File: src/verilog/adsc_pkg.sv
// Overview of operation
// - Global enable off disconnects every input
// - Global enable on uses per-channel bits
// - Eight channel enable bits, one enables
// - Writing start bit begins conversion
// - Done low while busy, clears start
// - Irq select replaces external interrupt one
// - Three-bit select picks one of eight
// - Divider scales converter clock by powers two
// - Result register, bit seven most significant
// - Successive approximation, one bit per step
// - Reset: control reads done only, enables zero
package adsc_pkg;
  // ----------------------------------------
  // Register map
  // ----------------------------------------
  localparam logic [15:0] ADSC_OFF_CTRL = 16'h8020;
  localparam logic [15:0] ADSC_OFF_PRESC = 16'h8021;
  localparam logic [15:0] ADSC_OFF_RESULT = 16'h8022;
  localparam logic [15:0] ADSC_OFF_CHEN = 16'h802a;
  // ----------------------------------------
  // Field positions and reset values
  // ----------------------------------------
  localparam int ADSC_B_GEN = 7;
  localparam int ADSC_B_START = 6;
  localparam int ADSC_B_DONE = 5;
  localparam int ADSC_B_IRQS = 4;
  localparam int ADSC_B_DIV_LO = 4;
  localparam logic [7:0] ADSC_CTRL_RST = 8'h20;
  localparam logic [7:0] ADSC_CTRL_WMASK = 8'hd7;
  localparam logic [7:0] ADSC_PRESC_RST = 8'h20;
  localparam logic [7:0] ADSC_PRESC_MASK = 8'h70;
  localparam logic [7:0] ADSC_CHEN_RST = 8'h00;
  // Base tick: converter input clock is the oscillator over three
  localparam logic [1:0] ADSC_BASE_DIV = 2'h2;
  typedef struct packed {
    logic wr;
    logic rd;
    logic [15:0] addr;
    logic [7:0] wdata;
  } adsc_bus_t;
  typedef enum logic [2:0] {
    ADSC_IDLE = 3'h1,
    ADSC_STEP = 3'h2,
    ADSC_DONE = 3'h4
  } adsc_state_t;
endpackage

File: src/verilog/adsc_control.sv
`timescale 1ns/1ps
`default_nettype none
module adsc_control import adsc_pkg::*; (
  // Clock and reset
  input wire logic i_clk_sys,
  input wire logic i_rst_n,
  // CPU register port
  input wire adsc_bus_t i_bus,
  output logic [7:0] o_rdata,
  // Comparator from analog core
  input wire logic i_cmp_hi,
  // External interrupt 1 source
  input wire logic i_ext_irq1,
  // Analog side
  output logic [7:0] o_ch_connect,
  output logic [2:0] o_mux_sel,
  output logic [7:0] o_dac_code,
  // Interrupt line 1
  output logic o_irq1
);
  // ----------------------------------------
  // State
  // ----------------------------------------
  logic [7:0] ctrl_r, ctrl_nxt;
  logic [7:0] presc_r, presc_nxt;
  logic [7:0] chen_r, chen_nxt;
  logic [7:0] result_r, result_nxt;
  logic [7:0] sar_r, sar_nxt;
  logic [7:0] bit_r, bit_nxt;
  logic [6:0] div_r, div_nxt;
  logic [1:0] base_r, base_nxt;
  logic [7:0] rdata_r, rdata_nxt;
  logic [7:0] conn_r, conn_nxt;
  logic irq_r, irq_nxt;
  logic cmp_m_r, cmp_r, ext_m_r, ext_r;
  adsc_state_t st_r, st_nxt;
  logic tick, ch_ok, go;
  logic [6:0] div_lim;

  always_comb begin
    div_lim = 7'((8'h01 << presc_r[ADSC_B_DIV_LO +: 3]) - 8'h01);
    tick = (base_r == ADSC_BASE_DIV) && (div_r == div_lim);
    ch_ok = ctrl_r[ADSC_B_GEN] && chen_r[ctrl_r[2:0]];
    go = i_bus.wr && (i_bus.addr == ADSC_OFF_CTRL) && i_bus.wdata[ADSC_B_START];
  end

  // ----------------------------------------
  // Registers, sequencer and read mux
  // ----------------------------------------
  always_comb begin
    ctrl_nxt = ctrl_r;
    presc_nxt = presc_r;
    chen_nxt = chen_r;
    result_nxt = result_r;
    sar_nxt = sar_r;
    bit_nxt = bit_r;
    st_nxt = st_r;
    // Converter pulse owns line 1 while selected
    irq_nxt = ctrl_r[ADSC_B_IRQS] ? 1'b0 : ext_r;
    base_nxt = (base_r == ADSC_BASE_DIV) ? 2'h0 : 2'(base_r + 2'h1);
    div_nxt = div_r;
    if (base_r == ADSC_BASE_DIV) begin
      div_nxt = tick ? 7'h00 : 7'(div_r + 7'h01);
    end
    if (i_bus.wr) begin
      case (i_bus.addr)
        ADSC_OFF_CTRL: begin
          // Done is read only; start belongs to the sequencer, so a
          // repeated start while busy cannot drop the busy flag
          ctrl_nxt = (i_bus.wdata & ADSC_CTRL_WMASK & ~(8'h01 << ADSC_B_START))
                   | (ctrl_r & ~(ADSC_CTRL_WMASK & ~(8'h01 << ADSC_B_START)));
        end
        ADSC_OFF_PRESC: presc_nxt = i_bus.wdata & ADSC_PRESC_MASK;
        ADSC_OFF_CHEN: chen_nxt = i_bus.wdata;
        default: begin
        end
      endcase
    end
    case (st_r)
      ADSC_IDLE: begin
        if (go && i_bus.wdata[ADSC_B_GEN] && chen_r[i_bus.wdata[2:0]]) begin
          ctrl_nxt[ADSC_B_START] = 1'b1;
          ctrl_nxt[ADSC_B_DONE] = 1'b0;
          sar_nxt = 8'h80;
          bit_nxt = 8'h80;
          div_nxt = 7'h00;
          // Restart base divider so the first decision sees a settled comparator
          base_nxt = 2'h0;
          st_nxt = ADSC_STEP;
        end
      end
      ADSC_STEP: begin
        // Writing zero to start aborts; result keeps its old value
        if ((i_bus.wr && i_bus.addr == ADSC_OFF_CTRL && !i_bus.wdata[ADSC_B_START])
            || !ch_ok) begin
          ctrl_nxt[ADSC_B_START] = 1'b0;
          ctrl_nxt[ADSC_B_DONE] = 1'b1;
          st_nxt = ADSC_IDLE;
        end else if (tick) begin
          // One decision per divided clock, MSB first
          sar_nxt = cmp_r ? sar_r : (sar_r & ~bit_r);
          sar_nxt = sar_nxt | (bit_r >> 1);
          bit_nxt = bit_r >> 1;
          if (bit_r == 8'h01) begin
            st_nxt = ADSC_DONE;
          end
        end
      end
      ADSC_DONE: begin
        result_nxt = sar_r;
        ctrl_nxt[ADSC_B_DONE] = 1'b1;
        ctrl_nxt[ADSC_B_START] = 1'b0;
        if (ctrl_r[ADSC_B_IRQS]) begin
          irq_nxt = 1'b1;
        end
        st_nxt = ADSC_IDLE;
      end
      default: st_nxt = ADSC_IDLE;
    endcase
    case (i_bus.addr)
      ADSC_OFF_CTRL: rdata_nxt = ctrl_r & ~8'h08;
      ADSC_OFF_PRESC: rdata_nxt = presc_r;
      ADSC_OFF_RESULT: rdata_nxt = result_r;
      ADSC_OFF_CHEN: rdata_nxt = chen_r;
      default: rdata_nxt = 8'h00;
    endcase
    if (!i_bus.rd) begin
      rdata_nxt = rdata_r;
    end
    conn_nxt = ctrl_nxt[ADSC_B_GEN] ? chen_nxt : 8'h00;
  end

  always_ff @(posedge i_clk_sys) begin
    cmp_m_r <= i_cmp_hi;
    cmp_r <= cmp_m_r;
    ext_m_r <= i_ext_irq1;
    ext_r <= ext_m_r;
    if (!i_rst_n) begin
      ctrl_r <= ADSC_CTRL_RST;
      presc_r <= ADSC_PRESC_RST;
      chen_r <= ADSC_CHEN_RST;
      result_r <= 8'h00;
      sar_r <= 8'h00;
      bit_r <= 8'h00;
      div_r <= 7'h00;
      base_r <= 2'h0;
      rdata_r <= 8'h00;
      conn_r <= 8'h00;
      irq_r <= 1'b0;
      st_r <= ADSC_IDLE;
    end else begin
      ctrl_r <= ctrl_nxt;
      presc_r <= presc_nxt;
      chen_r <= chen_nxt;
      result_r <= result_nxt;
      sar_r <= sar_nxt;
      bit_r <= bit_nxt;
      div_r <= div_nxt;
      base_r <= base_nxt;
      rdata_r <= rdata_nxt;
      conn_r <= conn_nxt;
      irq_r <= irq_nxt;
      st_r <= st_nxt;
    end
  end

  assign o_rdata = rdata_r;
  assign o_ch_connect = conn_r;
  assign o_mux_sel = ctrl_r[2:0];
  assign o_dac_code = sar_r;
  assign o_irq1 = irq_r;

  // ----------------------------------------
  // Checks
  // ----------------------------------------
  global_off_a: assert property (@(posedge i_clk_sys) disable iff (!i_rst_n)
    !ctrl_r[ADSC_B_GEN] |-> o_ch_connect == 8'h00) else $error("inputs connected");
  per_chan_a: assert property (@(posedge i_clk_sys) disable iff (!i_rst_n)
    ctrl_r[ADSC_B_GEN] |-> o_ch_connect == chen_r) else $error("chan map");
  busy_flag_a: assert property (@(posedge i_clk_sys) disable iff (!i_rst_n)
    st_r == ADSC_STEP |-> !ctrl_r[ADSC_B_DONE] && ctrl_r[ADSC_B_START])
    else $error("busy flags");
  done_clear_a: assert property (@(posedge i_clk_sys) disable iff (!i_rst_n)
    st_r == ADSC_DONE |=> ctrl_r[ADSC_B_DONE] && !ctrl_r[ADSC_B_START]
    && result_r == $past(sar_r)) else $error("completion");
  start_go_a: assert property (@(posedge i_clk_sys) disable iff (!i_rst_n)
    st_r == ADSC_IDLE && go && i_bus.wdata[ADSC_B_GEN] && chen_r[i_bus.wdata[2:0]]
    |=> st_r == ADSC_STEP && sar_r == 8'h80) else $error("no start");
  start_ign_a: assert property (@(posedge i_clk_sys) disable iff (!i_rst_n)
    st_r == ADSC_IDLE && go && !(i_bus.wdata[ADSC_B_GEN] && chen_r[i_bus.wdata[2:0]])
    |=> st_r == ADSC_IDLE && $stable(result_r) && ctrl_r[ADSC_B_DONE])
    else $error("bad start taken");
  abort_wr_a: assert property (@(posedge i_clk_sys) disable iff (!i_rst_n)
    st_r == ADSC_STEP && i_bus.wr && i_bus.addr == ADSC_OFF_CTRL
    && !i_bus.wdata[ADSC_B_START] |=> st_r == ADSC_IDLE && ctrl_r[ADSC_B_DONE]
    && $stable(result_r)) else $error("stop ignored");
  abort_chan_a: assert property (@(posedge i_clk_sys) disable iff (!i_rst_n)
    st_r == ADSC_STEP && !ch_ok |=> st_r == ADSC_IDLE && ctrl_r[ADSC_B_DONE]
    && !ctrl_r[ADSC_B_START]) else $error("disabled channel kept");
  irq_route_a: assert property (@(posedge i_clk_sys) disable iff (!i_rst_n)
    ctrl_r[ADSC_B_IRQS] && st_r != ADSC_DONE |=> !o_irq1) else $error("ext leak");
  irq_raise_a: assert property (@(posedge i_clk_sys) disable iff (!i_rst_n)
    ctrl_r[ADSC_B_IRQS] && st_r == ADSC_DONE |=> o_irq1) else $error("no irq");
  irq_pass_a: assert property (@(posedge i_clk_sys) disable iff (!i_rst_n)
    !ctrl_r[ADSC_B_IRQS] |=> o_irq1 == $past(ext_r)) else $error("ext lost");
  mux_sel_a: assert property (@(posedge i_clk_sys) disable iff (!i_rst_n)
    i_bus.wr && i_bus.addr == ADSC_OFF_CTRL
    |=> o_mux_sel == $past(i_bus.wdata[2:0])) else $error("mux");
  step_tick_a: assert property (@(posedge i_clk_sys) disable iff (!i_rst_n)
    st_r == ADSC_STEP && !tick && ch_ok && !(i_bus.wr && i_bus.addr == ADSC_OFF_CTRL)
    |=> $stable(bit_r)) else $error("step off tick");
  cmp_settle_a: assert property (@(posedge i_clk_sys) disable iff (!i_rst_n)
    $rose(st_r == ADSC_STEP) |-> !tick ##1 !tick) else $error("early decision");
  result_hold_a: assert property (@(posedge i_clk_sys) disable iff (!i_rst_n)
    st_r != ADSC_DONE |=> $stable(result_r)) else $error("result moved");
  reset_val_a: assert property (@(posedge i_clk_sys)
    !i_rst_n |=> ctrl_r == 8'h20 && chen_r == 8'h00) else $error("reset");
  conv_c: cover property (@(posedge i_clk_sys) disable iff (!i_rst_n) st_r == ADSC_DONE);
  abort_c: cover property (@(posedge i_clk_sys) disable iff (!i_rst_n)
    st_r == ADSC_STEP ##1 st_r == ADSC_IDLE);
  irq_c: cover property (@(posedge i_clk_sys) disable iff (!i_rst_n)
    ctrl_r[ADSC_B_IRQS] && o_irq1);
  ign_c: cover property (@(posedge i_clk_sys) disable iff (!i_rst_n)
    st_r == ADSC_IDLE && go && !(i_bus.wdata[ADSC_B_GEN] && chen_r[i_bus.wdata[2:0]]));
endmodule
`default_nettype wire

File: config.mk
export PLATFORM = sky130hd
export DESIGN_NAME = adsc_control
export DESIGN_NICKNAME = d
export VERILOG_FILES = /design/src/verilog/adsc_pkg.sv /design/src/verilog/adsc_control.sv
export SDC_FILE = /design/constraint.sdc
export NUM_CORES = 1
export LEC_CHECK = 0
export ABC_AREA = 1
export BUFFER_PORTS_ARGS = -buffer_cell sky130_fd_sc_hd__buf_2
export CORE_MARGIN = 4
export CORE_UTILIZATION = 30
export CTS_BUF_LIST = sky130_fd_sc_hd__clkbuf_4 sky130_fd_sc_hd__clkbuf_8
export DETAILED_ROUTE_END_ITERATION = 8
export PLACE_DENSITY = 0.56
export SLEW_MARGIN = 25
export SYNTH_ARGS = -nofsm -noshare
export SYNTH_HDL_FRONTEND = slang
export SYNTH_SLANG_ARGS = --single-unit
File: constraint.sdc
create_clock -name i_clk_sys -period 1.9 [get_ports i_clk_sys]
set_input_delay 0.095 -clock i_clk_sys [delete_from_list [all_inputs] [get_ports i_clk_sys]]
set_output_delay 0.095 -clock i_clk_sys [all_outputs]
set_load 0.05 [all_outputs]
# Word-level counts from Yosys, hierarchy flattened
# Cells that the tools add are included.
# totals
register_bits	76
latch_bits	0
mem_bits_rw	0
rom_bits	0
mem_count	0
# classes
n_addsub	3
n_mul	0
n_div	0
magnitude_cmp	2
n_eq_ne	15
shift	1
muxes	35
n_bitwise	4
n_reduce_logical	16
# op_table
cell	count
two-way mux 8 bit	10
== test 16 bit, second input constant	4
case mux 8 bit (2 select lines)	2
case mux 8 bit (4 select lines)	1
two-way mux 7 bit	4
bitwise OR 8 x 7 -> 8 bit	2
two-way mux 3 bit	4
two-way mux 2 bit	5
AND 8 bit	1
== test 8 x 1 -> 1 bit, second input constant	1
< comparator 3 x 4 -> 1 bit, second input constant	2
NOT 8 bit	1
adder 7 x 1 -> 7 bit, second input constant	1
== test 7 bit	1
logical AND 1 bit	7
<< shifter 1 x 3 -> 7 bit, first input constant	1
subtractor 7 x 1 -> 7 bit, second input constant	1
binary-select mux 1 bit (select 3 bit)	2
!= test 2 bit, second input constant	3
!= test 3 bit, second input constant	2
case mux 2 bit (3 select lines)	1
case mux 3 bit (2 select lines)	1
AND reduction 2 bit	3
two-way mux 1 bit	5
10 further kinds	11

# Longest topological paths before layout
# Gate-level depths: netlist of run 1.
# logic_depth
ltp_word	8
ltp_mapped	18
depth_no_buf	17

# Worst setup path before layout of run 1
# No wires, ideal clock.
# synth_path
path_type	reg-to-reg
from	reg presc_r[5]
to	reg sar_r[4], in the netlist o_dac_code[4]
setup_ns	0.064
arrival_ns	1.934
t_required_ns	1.836
setup_slack_ns	-0.099
path_stages_with_launch	16
cell_sequence	dfxtp_1 -> nor2_1 -> nand2_1 -> ha_1 -> xor2_1 -> nand2_1 -> nor2_1 -> nand2_1 -> nor2_1 -> nand2_2 -> nand2_4 -> nand3_2 -> inv_2 -> buf_4 -> nor2_1 -> nor2_1
# synth_between
elab_chain_len	6
# synth_rtl
element	line_no	source
start, declared	adsc_control.sv:25	logic [7:0] presc_r, presc_nxt;
start signal, assigned	adsc_control.sv:153	presc_r <= presc_nxt;
<< shifter 1 x 3 -> 7 bit	adsc_control.sv:41	div_lim = 7'((8'h01 << presc_r[ADSC_B_DIV_LO +: 3]) - 8'h01);
subtractor 7 x 1 -> 7 bit	adsc_control.sv:41	
== test 7 bit	adsc_control.sv:42	tick = (base_r == ADSC_BASE_DIV) && (div_r == div_lim);
logical AND 1 bit	adsc_control.sv:42	
!= test 2 bit (no source line)	--	
AND reduction 4 bit (no source line)	--	
end signal, assigned	adsc_control.sv:156	sar_r <= sar_nxt;
end, declared	adsc_control.sv:28	logic [7:0] sar_r, sar_nxt;
# Every way passes these cells.
# A chain may end at the register's enable or synchronous reset.

# Worst setup path after layout of run 1
# layout_path
from	reg presc_r[4]
to	reg sar_r[0], in the netlist o_dac_code[0]
# Same word-level chain as after synthesis.

==> impl_metrics.env, run 1 <==
export IMPL_syn_avg_cell_area_um2=6.89
export IMPL_buffer_ports_inserted=57
export IMPL_pwr_share_seq_pct=54.1
export IMPL_worst_path_buf_inv=1
export IMPL_die_height_um=118
export IMPL_layout_cells_most_common_list="113 x nand2_1, 75 x nor2_1, 72 x dfxtp_1"
export IMPL_clock_path_buffers=2
export IMPL_finalWeightedCongestion=0.851
export IMPL_async_reset_ff_share_pct=0
export IMPL_cts_sinks=75
export IMPL_worstPathCellList="nor2_4, nand2_2, ha_4, xor2_2, nand2_1, nor2_1, nand2_1, nor2_1, nand2_2, nand2_4, clkbuf_16, nand4_1, nand2_1, nor2_1"
export IMPL_layout_drive_gt1_share_pct=21.3
export IMPL_core_region_area_um2=11600
export IMPL_crit_path_top_delay_cell="dfxtp_4"
export IMPL_power_density_cell_area_nw_per_um2=652
export IMPL_register_area_um2=1510
export IMPL_finalHoldViolCount=0
export IMPL_critical_path_max_stage_delay_ns=0.37
export IMPL_cp_data_arrival_time_ns=2.21
export IMPL_worstMarginPinSlew_ns=0.570
export IMPL_first_global_vias=3297
export IMPL_grt_max_degree=39
export IMPL_grt_setup_unrepaired="true"
export IMPL_power_ir_vdd_worst_uv=227
export IMPL_wirelength_um=9890
export IMPL_violations="negative setup slack"
export IMPL_tritoncts="built"
export IMPL_maxCapViolations=0
export IMPL_dominantRegCellSynth="dfxtp_1"
export IMPL_p_clk_share_pct=41.2
export IMPL_netlist_instances=525
export IMPL_routed_wire_length_per_instance_um=13.2
export IMPL_timing_critical_path_from_type="flop"
export IMPL_synth_cell_area_um2=3620
export IMPL_synth_distinct_cells=35
export IMPL_power_share_switching_pct=23.9
export IMPL_maxSlewViolCount=0
export IMPL_power_combinational_fraction_pct=4.8
export IMPL_design_final_nets=634
export IMPL_seq_area_frac_synth_pct=41.5
export IMPL_mostFrequentLayoutCell="nand2_1"
export IMPL_crit_family="simple AND/OR/NAND/NOR gates"
export IMPL_drt_iter0_markers=163
export IMPL_run_status="finished with violations"
export IMPL_clock_latency_ns=0.36
export IMPL_cts_clk_slew_worst_paths_ns=0.08
export IMPL_fillers=1230
export IMPL_row_count=39
export IMPL_die_area_um2=13900
export IMPL_synth_enable_flop_cells=0
export IMPL_finalSetupViolCount=15
export IMPL_holdCritPathClass="primary input to flop"
export IMPL_count_of_yosys_warnings_during_synthesis=0
export IMPL_timing_final_ws_setup_ns=-0.0475
export IMPL_die_width_um=118
export IMPL_synthesis_stage_register_bit_count=75
export IMPL_vias=3611
export IMPL_maxClockFrequency_ghz=0.513
export IMPL_drtPass1Iterations=4
export IMPL_worst_case_clock_skew_ns=0.0156
export IMPL_area_growth_pct=24.2
export IMPL_synth_top_cell_area_share_pct=41.5
export IMPL_worst_setup_path_end_kind="flop"
export IMPL_clock_root_buffer="clkbuf_8"
export IMPL_ctsHtreeMaxLevel=3
export IMPL_vias_per_cell=4.81
export IMPL_grt_first_pass_wirelength_um=16300
export IMPL_cts_made_buffers=9
export IMPL_cellInternalPower_mw=2.23
export IMPL_worstPathRequired_ns=2.16
export IMPL_diodes=0
export IMPL_synth_net_count=557
export IMPL_power_leakage_nw=1.91
export IMPL_post_route_period_util_pct=103
export IMPL_floorplan_initialDensity_pct=31.1
export IMPL_layoutNonFillerInstCount=750
export IMPL_yosys_area_top_type="dfxtp_1"
export IMPL_final_antenna_net_count=0
export IMPL_initial_antenna_violation_count=0
export IMPL_grt_total_usage_pct=14.5
export IMPL_multiInputGateArea_um2=1830
export IMPL_post_synth_main_area_contributors="dfxtp_1 42%, nand2_1 12%, nor2_1 8.2%, inv_1 6.2%, o21ai_0 5.7%"
export IMPL_drc_errors=0
export IMPL_netSwitchingPower_mw=0.700
export IMPL_worst_slew_margin_rel_pct=61.8
export IMPL_dp_final_hpwl_um=7450
export IMPL_ioPinCount=58
export IMPL_overflow=0
export IMPL_dp_cells=728
export IMPL_dp_slack_ns=-0.110
export IMPL_finalCriticalPeriod_ns=1.95
export IMPL_path_max_fanout=8
export IMPL_timing_setup_critical_path_class="flop to flop"
cells by family (layout without fill, tap and decap cells):
| logic type | count (synthesis) | count (layout) | synth area share [%] |
|---|---|---|---|
| flops | 75 | 75 | 41.5 |
| simple gates | 256 | 256 | 31.3 |
| compound gates | 101 | 101 | 15.6 |
| buf+inv | 86 | 168 | 9.72 |
| xor+xnor | 5 | 5 | 1.21 |
| fa+ha+maj | 2 | 2 | 0.692 |
worst reg2reg max path, stage by stage, from the launching register on:
cell and delay (ns):
dfxtp_4 0.37, nor2_4 0.12, nand2_2 0.08, ha_4 0.27, xor2_2 0.12, nand2_1 0.06
nor2_1 0.09, nand2_1 0.05, nor2_1 0.12, nand2_2 0.10, nand2_4 0.11, clkbuf_16 0.16
nand4_1 0.09, nand2_1 0.08, nor2_1 0.04
final timing paths:
check	startpoint	slack, ns	cells past startpoint	end
max	presc_r[4]	-0.05	14	o_dac_code[0]
min	i_bus[5]	0.02	3	presc_r[5]
max reg2reg	presc_r[4]	-0.05	14	o_dac_code[0]
min reg2reg	ext_m_r	0.33	0	ext_r
power groups by stage:
| stage | clock network, mW | registers (mW) | logic, mW |
|---|---|---|---|
| final | 1.21 | 1.58 | 0.140 |
| after CTS | 1.25 | 1.59 | 0.141 |
| after detailed placement | 0 | 1.62 | 0.136 |
| after global placement | 0 | 1.62 | 0.134 |
| after floorplan | 0 | 1.63 | 0.0726 |
| after global routing | 1.34 | 1.59 | 0.159 |
area by class of cell:
class	count	area share, %
multi-input cells	364	40.8
flip-flops and latches	75	33.6
repair buffers	81	11.2
inverters	70	6.07
well taps	143	3.98
clock buffers	9	2.76
clock inverters	7	1.48
repair inverters	1	0.139
cell usage after synthesis (4+ instances only):
master and number:
nor3_1 4, xor2_1 5, a211oi_1 4, inv_2 9, inv_1 60, dfxtp_1 75, a21oi_1 37, nand4_1 20
buf_4 5, nor2_1 79, nand2_1 115, o21ai_0 41, clkbuf_1 8, o22ai_1 8, a21boi_0 5, nand3_1 24
per-stage QoR:
step / utilization (%) / cell area, um^2 / hold WS (ns) / setup TNS [ns] / total power, mW
5_1_grt: 38.7 / 4490 / 0.0173 / -3.90 / 3.08
3_5_place_dp: 36.0 / 4180 / 0.199 / -1.30 / 1.76
6_report: 38.7 / 4490 / 0.0186 / -0.386 / 2.93
4_1_cts: 38.0 / 4410 / 0.00603 / -0.0132 / 2.98
3_3_place_gp: 36.0 / 4180 / 0.199 / -0.827 / 1.76
2_1_floorplan: - / 3660 / 0.123 / -0.0383 / 1.70
repair_timing:
item,CTS,global route
setup buffers,0,1
setup endpoints to repair,19,25
endpoints found under the hold margin,4,0
pin swaps,2,9
hold buffers,3,0
resized for setup,4,15
cloned,0,2
sequential cells by signal, summed over array words and instances, names as in the netlist, named ones only:
signal	flops
base_r	2
bit_r	8
chen_r	8
cmp_m_r	1
cmp_r	1
ctrl_r	5
div_r	7
ext_m_r	1
ext_r	1
o_ch_connect	8
o_dac_code	8
o_irq1	1
o_rdata	8
presc_r	3
result_r	8
st_r	3
routing by layer:
metal / vias to the layer above / track usage, % / part of all wire (%)
met2: 94 / 21.8 / 45
met1: 1632 / 19.9 / 48
met3: 14 / 3.94 / 5.1
li1: 1871 / - / -
met4: 0 / 5.20 / 1.6
met5: - / 0 / 0
Power figures use the tool's default switching activity.
==> inputs of run 2 (changes only) <==
--- a/config.mk
+++ b/config.mk
@@ -5,14 +5,12 @@
 export SDC_FILE = /design/constraint.sdc
 export NUM_CORES = 1
 export LEC_CHECK = 0
-export ABC_AREA = 1
 export BUFFER_PORTS_ARGS = -buffer_cell sky130_fd_sc_hd__buf_2
 export CORE_MARGIN = 4
 export CORE_UTILIZATION = 30
 export CTS_BUF_LIST = sky130_fd_sc_hd__clkbuf_4 sky130_fd_sc_hd__clkbuf_8
 export DETAILED_ROUTE_END_ITERATION = 8
-export PLACE_DENSITY = 0.56
-export SLEW_MARGIN = 25
+export PLACE_DENSITY = 0.55
 export SYNTH_ARGS = -nofsm -noshare
 export SYNTH_HDL_FRONTEND = slang
 export SYNTH_SLANG_ARGS = --single-unit
==> constraint.sdc (replaced) <==
create_clock -name i_clk_sys -period 1.95 [get_ports i_clk_sys]
set_input_delay 0.0975 -clock i_clk_sys [delete_from_list [all_inputs] [get_ports i_clk_sys]]
set_output_delay 0.0975 -clock i_clk_sys [all_outputs]
set_load 0.05 [all_outputs]
==> impl_metrics.env, run 2 <==
export IMPL_finalHoldViolCount=0
export IMPL_grt_total_usage_pct=13.8
export IMPL_vias_per_cell=4.76
export IMPL_buffer_ports_inserted=57
export IMPL_overflow=0
export IMPL_worst_setup_path_endpoint="bit_r[6]"
export IMPL_seq_area_frac_synth_pct=44.0
export IMPL_timing_critical_path_from_type="flop"
export IMPL_vias=2853
export IMPL_maxCapViolations=0
export IMPL_post_route_cell_area_um2=4600
export IMPL_synth_cell_area_um2=3410
export IMPL_mostFrequentLayoutCell="dfxtp_1"
export IMPL_layoutNonFillerInstCount=600
export IMPL_dp_slack_ns=-0.752
export IMPL_dpl_instance_area_um2=4180
export IMPL_finalWeightedCongestion=0.865
export IMPL_post_route_period_util_pct=133
export IMPL_area_growth_pct=34.9
export IMPL_routed_wire_length_per_instance_um=14.5
export IMPL_grt_max_degree=31
export IMPL_worst_path_buf_inv=3
export IMPL_design_final_nets=489
export IMPL_layout_cells_most_common_list="72 x dfxtp_1, 57 x buf_2, 47 x buf_4"
export IMPL_crit_family="compound AO/OA/AOI/OAI gates"
export IMPL_hold_ws_ns=0.0205
export IMPL_power_density_cell_area_nw_per_um2=658
export IMPL_worst_slew_margin_rel_pct=66.2
export IMPL_dominantRegCellSynth="dfxtp_1"
export IMPL_r2r_end="bit_r[6]"
export IMPL_worstRegToRegCells=11
export IMPL_tritoncts="built"
export IMPL_synth_distinct_cells=55
export IMPL_timing_reg2reg_setup_slack_ns=-0.65
export IMPL_core_region_area_um2=11000
export IMPL_cts_made_buffers=9
export IMPL_die_area_um2=13100
export IMPL_violations="negative setup slack"
export IMPL_dp_final_hpwl_um=6510
export IMPL_timing_setup_critical_path_class="flop to flop"
export IMPL_drt_iter0_markers=126
export IMPL_drtPass1Iterations=4
export IMPL_worst_case_clock_skew_ns=0.0107
export IMPL_floorplan_initialDensity_pct=31.1
export IMPL_crit_top_cell="buf_4"
export IMPL_die_width_um=115
export IMPL_initial_antenna_violation_count=0
export IMPL_layout_drive_gt1_share_pct=35.2
export IMPL_cts_sinks=75
export IMPL_synth_enable_flop_cells=0
export IMPL_ctsHtreeMaxLevel=3
export IMPL_netlist_instances=356
export IMPL_wirelength_um=8710
export IMPL_synth_top_cell_area_share_pct=44.0
export IMPL_final_antenna_net_count=0
export IMPL_dp_cells=578
export IMPL_worst_setup_path_end_kind="flop"
export IMPL_cp_data_arrival_time_ns=2.82
export IMPL_cp_depth=11
export IMPL_run_status="finished with violations"
export IMPL_finalCriticalPeriod_ns=2.60
export IMPL_crit_path_top_delay_cell="or3_4"
export IMPL_drc_errors=0
export IMPL_worstPathRequired_ns=2.17
export IMPL_totalNegativeSetupSlack_ns=-14.31
export IMPL_grt_setup_unrepaired="true"
export IMPL_path_max_fanout=7
export IMPL_post_synth_main_area_contributors="dfxtp_1 44%, mux2i_1 10%, nor2b_1 5.3%, a22o_1 3.6%, nand2_1 3.5%"
export IMPL_clock_latency_ns=0.34
export IMPL_yosys_area_top_type="dfxtp_1"
export IMPL_die_height_um=115
export IMPL_maxSlewViolCount=0
export IMPL_worstPathCellList="or3_4, ha_4, buf_4, nor2b_1, o21ai_1, o21bai_1, a2111oi_4, buf_4, o22ai_4, buf_12, a22o_1"
export IMPL_clock_path_buffers=2
export IMPL_synthesis_stage_register_bit_count=75
export IMPL_synth_most_common_cell="dfxtp_1"
export IMPL_finalSetupViolCount=25
export IMPL_power_ir_vdd_worst_uv=369
export IMPL_holdCritPathClass="primary input to flop"
export IMPL_syn_avg_cell_area_um2=9.59
export IMPL_diodes=0
export IMPL_timing_final_ws_setup_ns=-0.651
export IMPL_critPathLaunch="presc_r[4]"
export IMPL_cts_clk_slew_worst_paths_ns=0.07
export IMPL_async_reset_ff_share_pct=0
export IMPL_power_leakage_nw=1.83
export IMPL_worstMarginPinSlew_ns=0.502
export IMPL_p_total_mw=3.03
export IMPL_timing_rr_start="presc_r[4]"
export IMPL_ioPinCount=58
export IMPL_count_of_yosys_warnings_during_synthesis=0
export IMPL_synth_net_count=388
export IMPL_first_global_vias=2891
export IMPL_synth_common_cells="75 x dfxtp_1, 35 x mux2i_1, 32 x nand2_1, 29 x nor2b_1, 25 x nor2_1"
export IMPL_grt_first_pass_wirelength_um=14500
export IMPL_clock_root_buffer="clkbuf_8"
export IMPL_maxClockFrequency_ghz=0.384
export IMPL_layout_core_utilization_pct=41.9
export IMPL_critical_path_max_stage_delay_ns=0.39
export IMPL_row_count=38
-- run 2: cell types whose count changed in the layout (fill, tap and decap cells not counted), moves of 18 or more --
cell	previous run	this run
nand2_1	113	32
nor2_1	75	22
inv_1	57	6
mux2i_1	0	35
nor2b_1	0	29
o21ai_0	40	11
buf_4	19	47
a21oi_1	37	10
nand4_1	20	2
-- run 2: power breakdown --
part	internal, mW	switching [mW]
Combinational	0.0793	0.0798
Clock	0.792	0.534
Sequential	1.54	0.00546
-- run 2: per-layer routing --
layer	routed length [um]	track usage (%)	part of all wire [%]	up-vias
met4	102	4.35	1.2	0
met5	0	0	0	-
met2	3840	21.2	44	63
met1	4360	19.6	50	1324
li1	-	-	-	1459
met3	407	2.59	4.7	7
-- run 2: cells by family after synthesis --
logic type | synth area share [%]
buf+inv | 4.03
simple gates | 20.8
fa+ha+maj | 0.733
xor+xnor | 2.31
mux | 13.2
compound gates | 14.9
flops | 44.0
-- run 2: layout make-up --
class | instances | area (um^2)
Clock buffer | 12 | 159
Clock inverter | 2 | 60.1
Fill cell | 1075 | 6380
Inverter | 6 | 22.5
Multi-Input combinational cell | 252 | 1920
Sequential cell | 75 | 1510
Tap cell | 140 | 175
Timing Repair Buffer | 113 | 763
-- run 2: worst min path at each step --
stage | from | end | cells past startpoint
after global routing | i_bus[5] | presc_r[5] | 3
after floorplan | i_cmp_hi | cmp_m_r | 0
after global placement | i_cmp_hi | cmp_m_r | 1
after CTS | i_bus[5] | presc_r[5] | 3
final | i_bus[5] | presc_r[5] | 3
after detailed placement | i_ext_irq1 | ext_m_r | 1
-- run 2: what timing repair did --
| action | 4_1_cts | 5_1_grt |
|---|---|---|
| hold buffers | 2 | 0 |
| hold endpoints to repair | 2 | 0 |
| setup endpoints to repair | 26 | 27 |
| buffers inserted | 3 | 3 |
| pin swaps | 12 | 7 |
| resized for setup | 19 | 11 |
| cloned | 1 | 0 |
-- run 2: tightest hold or removal path: stages --
cell,delay [ns]
buf_2,0.10
mux2i_1,0.06
nand2_1,0.06
==> inputs of run 3 (changes only) <==
--- a/config.mk
+++ b/config.mk
@@ -11,6 +11,8 @@
 export CTS_BUF_LIST = sky130_fd_sc_hd__clkbuf_4 sky130_fd_sc_hd__clkbuf_8
 export DETAILED_ROUTE_END_ITERATION = 8
 export PLACE_DENSITY = 0.55
+export SETUP_SLACK_MARGIN = 0.15
+export SLEW_MARGIN = 20
 export SYNTH_ARGS = -nofsm -noshare
 export SYNTH_HDL_FRONTEND = slang
 export SYNTH_SLANG_ARGS = --single-unit
==> impl_metrics.env, run 3 (same netlist as run 2, synthesis figures left out) <==
export IMPL_floorplan_initialDensity_pct=31.1
export IMPL_timing_final_ws_setup_ns=-0.538
export IMPL_grt_setup_unrepaired="true"
export IMPL_tritoncts="built"
export IMPL_wirelength_um=9140
export IMPL_hold_path_startpoint="i_bus[5]"
export IMPL_finalWeightedCongestion=0.855
export IMPL_hold_path_cell_count=3
export IMPL_timing_rr_start="presc_r[4]"
export IMPL_overflow=0
export IMPL_core_region_area_um2=11000
export IMPL_first_global_vias=2911
export IMPL_power_ir_vdd_worst_uv=423
export IMPL_power_density_cell_area_nw_per_um2=628
export IMPL_worstPathRequired_ns=2.25
export IMPL_finalSetupViolCount=25
export IMPL_ioPinCount=58
export IMPL_clock_latency_ns=0.35
export IMPL_dp_final_hpwl_um=6800
export IMPL_diodes=0
export IMPL_timing_reg2reg_setup_slack_ns=-0.54
export IMPL_hold_path_end="presc_r[5]"
export IMPL_run_status="finished with violations"
export IMPL_hold_ws_ns=0.0252
export IMPL_vias_per_cell=4.91
export IMPL_worst_slew_margin_rel_pct=63.5
export IMPL_worst_case_clock_skew_ns=0.0105
export IMPL_cts_clk_slew_worst_paths_ns=0.08
export IMPL_grt_first_pass_wirelength_um=14600
export IMPL_post_route_cell_area_um2=4690
export IMPL_dpl_instance_area_um2=4190
export IMPL_final_antenna_net_count=0
export IMPL_design_final_nets=490
export IMPL_layout_cells_most_common_list="69 x dfxtp_1, 57 x buf_2, 46 x buf_4"
export IMPL_worstMarginPinSlew_ns=0.543
export IMPL_finalCriticalPeriod_ns=2.49
export IMPL_mostFrequentLayoutCell="dfxtp_1"
export IMPL_holdCritPathClass="primary input to flop"
export IMPL_maxClockFrequency_ghz=0.402
export IMPL_worst_setup_path_end_kind="flop"
export IMPL_die_height_um=115
export IMPL_power_leakage_nw=1.85
export IMPL_clock_path_buffers=2
export IMPL_cts_made_buffers=9
export IMPL_worstRegToRegCells=10
export IMPL_initial_antenna_violation_count=0
export IMPL_cp_data_arrival_time_ns=2.78
export IMPL_grt_max_degree=21
export IMPL_violations="negative setup slack"
export IMPL_layout_drive_gt1_share_pct=38.4
export IMPL_drtPass1Iterations=5
export IMPL_drt_iter0_markers=77
export IMPL_maxSlewViolCount=0
export IMPL_path_max_fanout=7
export IMPL_timing_critical_path_from_type="flop"
export IMPL_die_width_um=115
export IMPL_ctsHtreeMaxLevel=3
export IMPL_clock_root_buffer="clkbuf_8"
export IMPL_timing_setup_critical_path_class="flop to flop"
export IMPL_grt_total_usage_pct=14.0
export IMPL_r2r_end="bit_r[4]"
export IMPL_buffer_ports_inserted=57
export IMPL_die_area_um2=13100
export IMPL_routed_wire_length_per_instance_um=15.2
export IMPL_maxCapViolations=0
export IMPL_row_count=38
export IMPL_cts_sinks=75
export IMPL_area_growth_pct=37.3
export IMPL_vias=2958
export IMPL_post_route_period_util_pct=128
export IMPL_drc_errors=0
export IMPL_finalHoldViolCount=0
## run 3: cell types whose count changed in the layout (fill, tap and decap cells not counted), sizes merged
cell	change
clkbuf	-1
o22ai	+1
inv	+1
bufinv	-1
clkinv	+3
## run 3: worst max-delay path, cell delays in order, from the launching register on
cell	delay, ns
dfxtp_2	0.32
or3_4	0.39
ha_4	0.20
xnor2_4	0.14
a2111oi_4	0.32
o2111ai_2	0.20
a2111oi_4	0.23
buf_6	0.17
buf_6	0.12
and3_4	0.23
a22o_1	0.13
## run 3: per-layer routing
| layer | share of wire [%] | vias to the layer above | routed length [um] | GRT usage (%) |
|---|---|---|---|---|
| met5 | 0 | - | 0 | 0 |
| met4 | 1.2 | 0 | 113 | 4.04 |
| met3 | 6.1 | 13 | 559 | 4.07 |
| met2 | 46 | 72 | 4220 | 22.3 |
| met1 | 46 | 1400 | 4240 | 18.5 |
| li1 | - | 1473 | - | - |
## run 3: worst max path at each step
| stage | from | to | cells past startpoint |
|---|---|---|---|
| floorplan | presc_r[6] | bit_r[3] | 12 |
| global placement | presc_r[4] | o_dac_code[1] | 9 |
| detailed placement | presc_r[4] | o_dac_code[5] | 9 |
| CTS | presc_r[4] | o_dac_code[3] | 11 |
| global route | presc_r[4] | o_dac_code[7] | 10 |
| finish | presc_r[4] | bit_r[4] | 10 |
## run 3: stage by stage
stage	instances	TNS, ns	power, mW	utilization, %	worst slack, ns
floorplan	356	-18.40	1.65	-	-0.801
global placement	579	-15.76	1.73	38.2	-0.678
detailed placement	579	-16.94	1.73	38.2	-0.752
CTS	600	-12.73	2.99	41.5	-0.560
global route	603	-14.63	3.08	42.7	-0.646
finish	603	-12.30	2.94	42.7	-0.538
## run 3: report_power, final
| part | total (mW) | switching, mW | internal, mW |
|---|---|---|---|
| combinational | 0.163 | 0.0834 | 0.0799 |
| sequential | 1.55 | 0.00540 | 1.54 |
| clock | 1.23 | 0.586 | 0.648 |
| total | 2.94 | 0.675 | 2.27 |
## run 3: area by class of cell
type	count	area, um^2
fill	1076	6300
timing repair buffer	113	758
clock inverter	5	61.3
tap	140	175
multi-input combinational	253	2020
clock buffer	11	145
sequential	75	1510
inverter	6	22.5
## run 3: what timing repair did
item | CTS | global route
setup buffers | 2 | 2
hold endpoints to repair | 2 | 0
endpoints found under the setup margin | 27 | 30
gates cloned | 1 | 1
pin swaps | 13 | 9
hold buffers | 2 | 0
gates resized for setup | 26 | 25
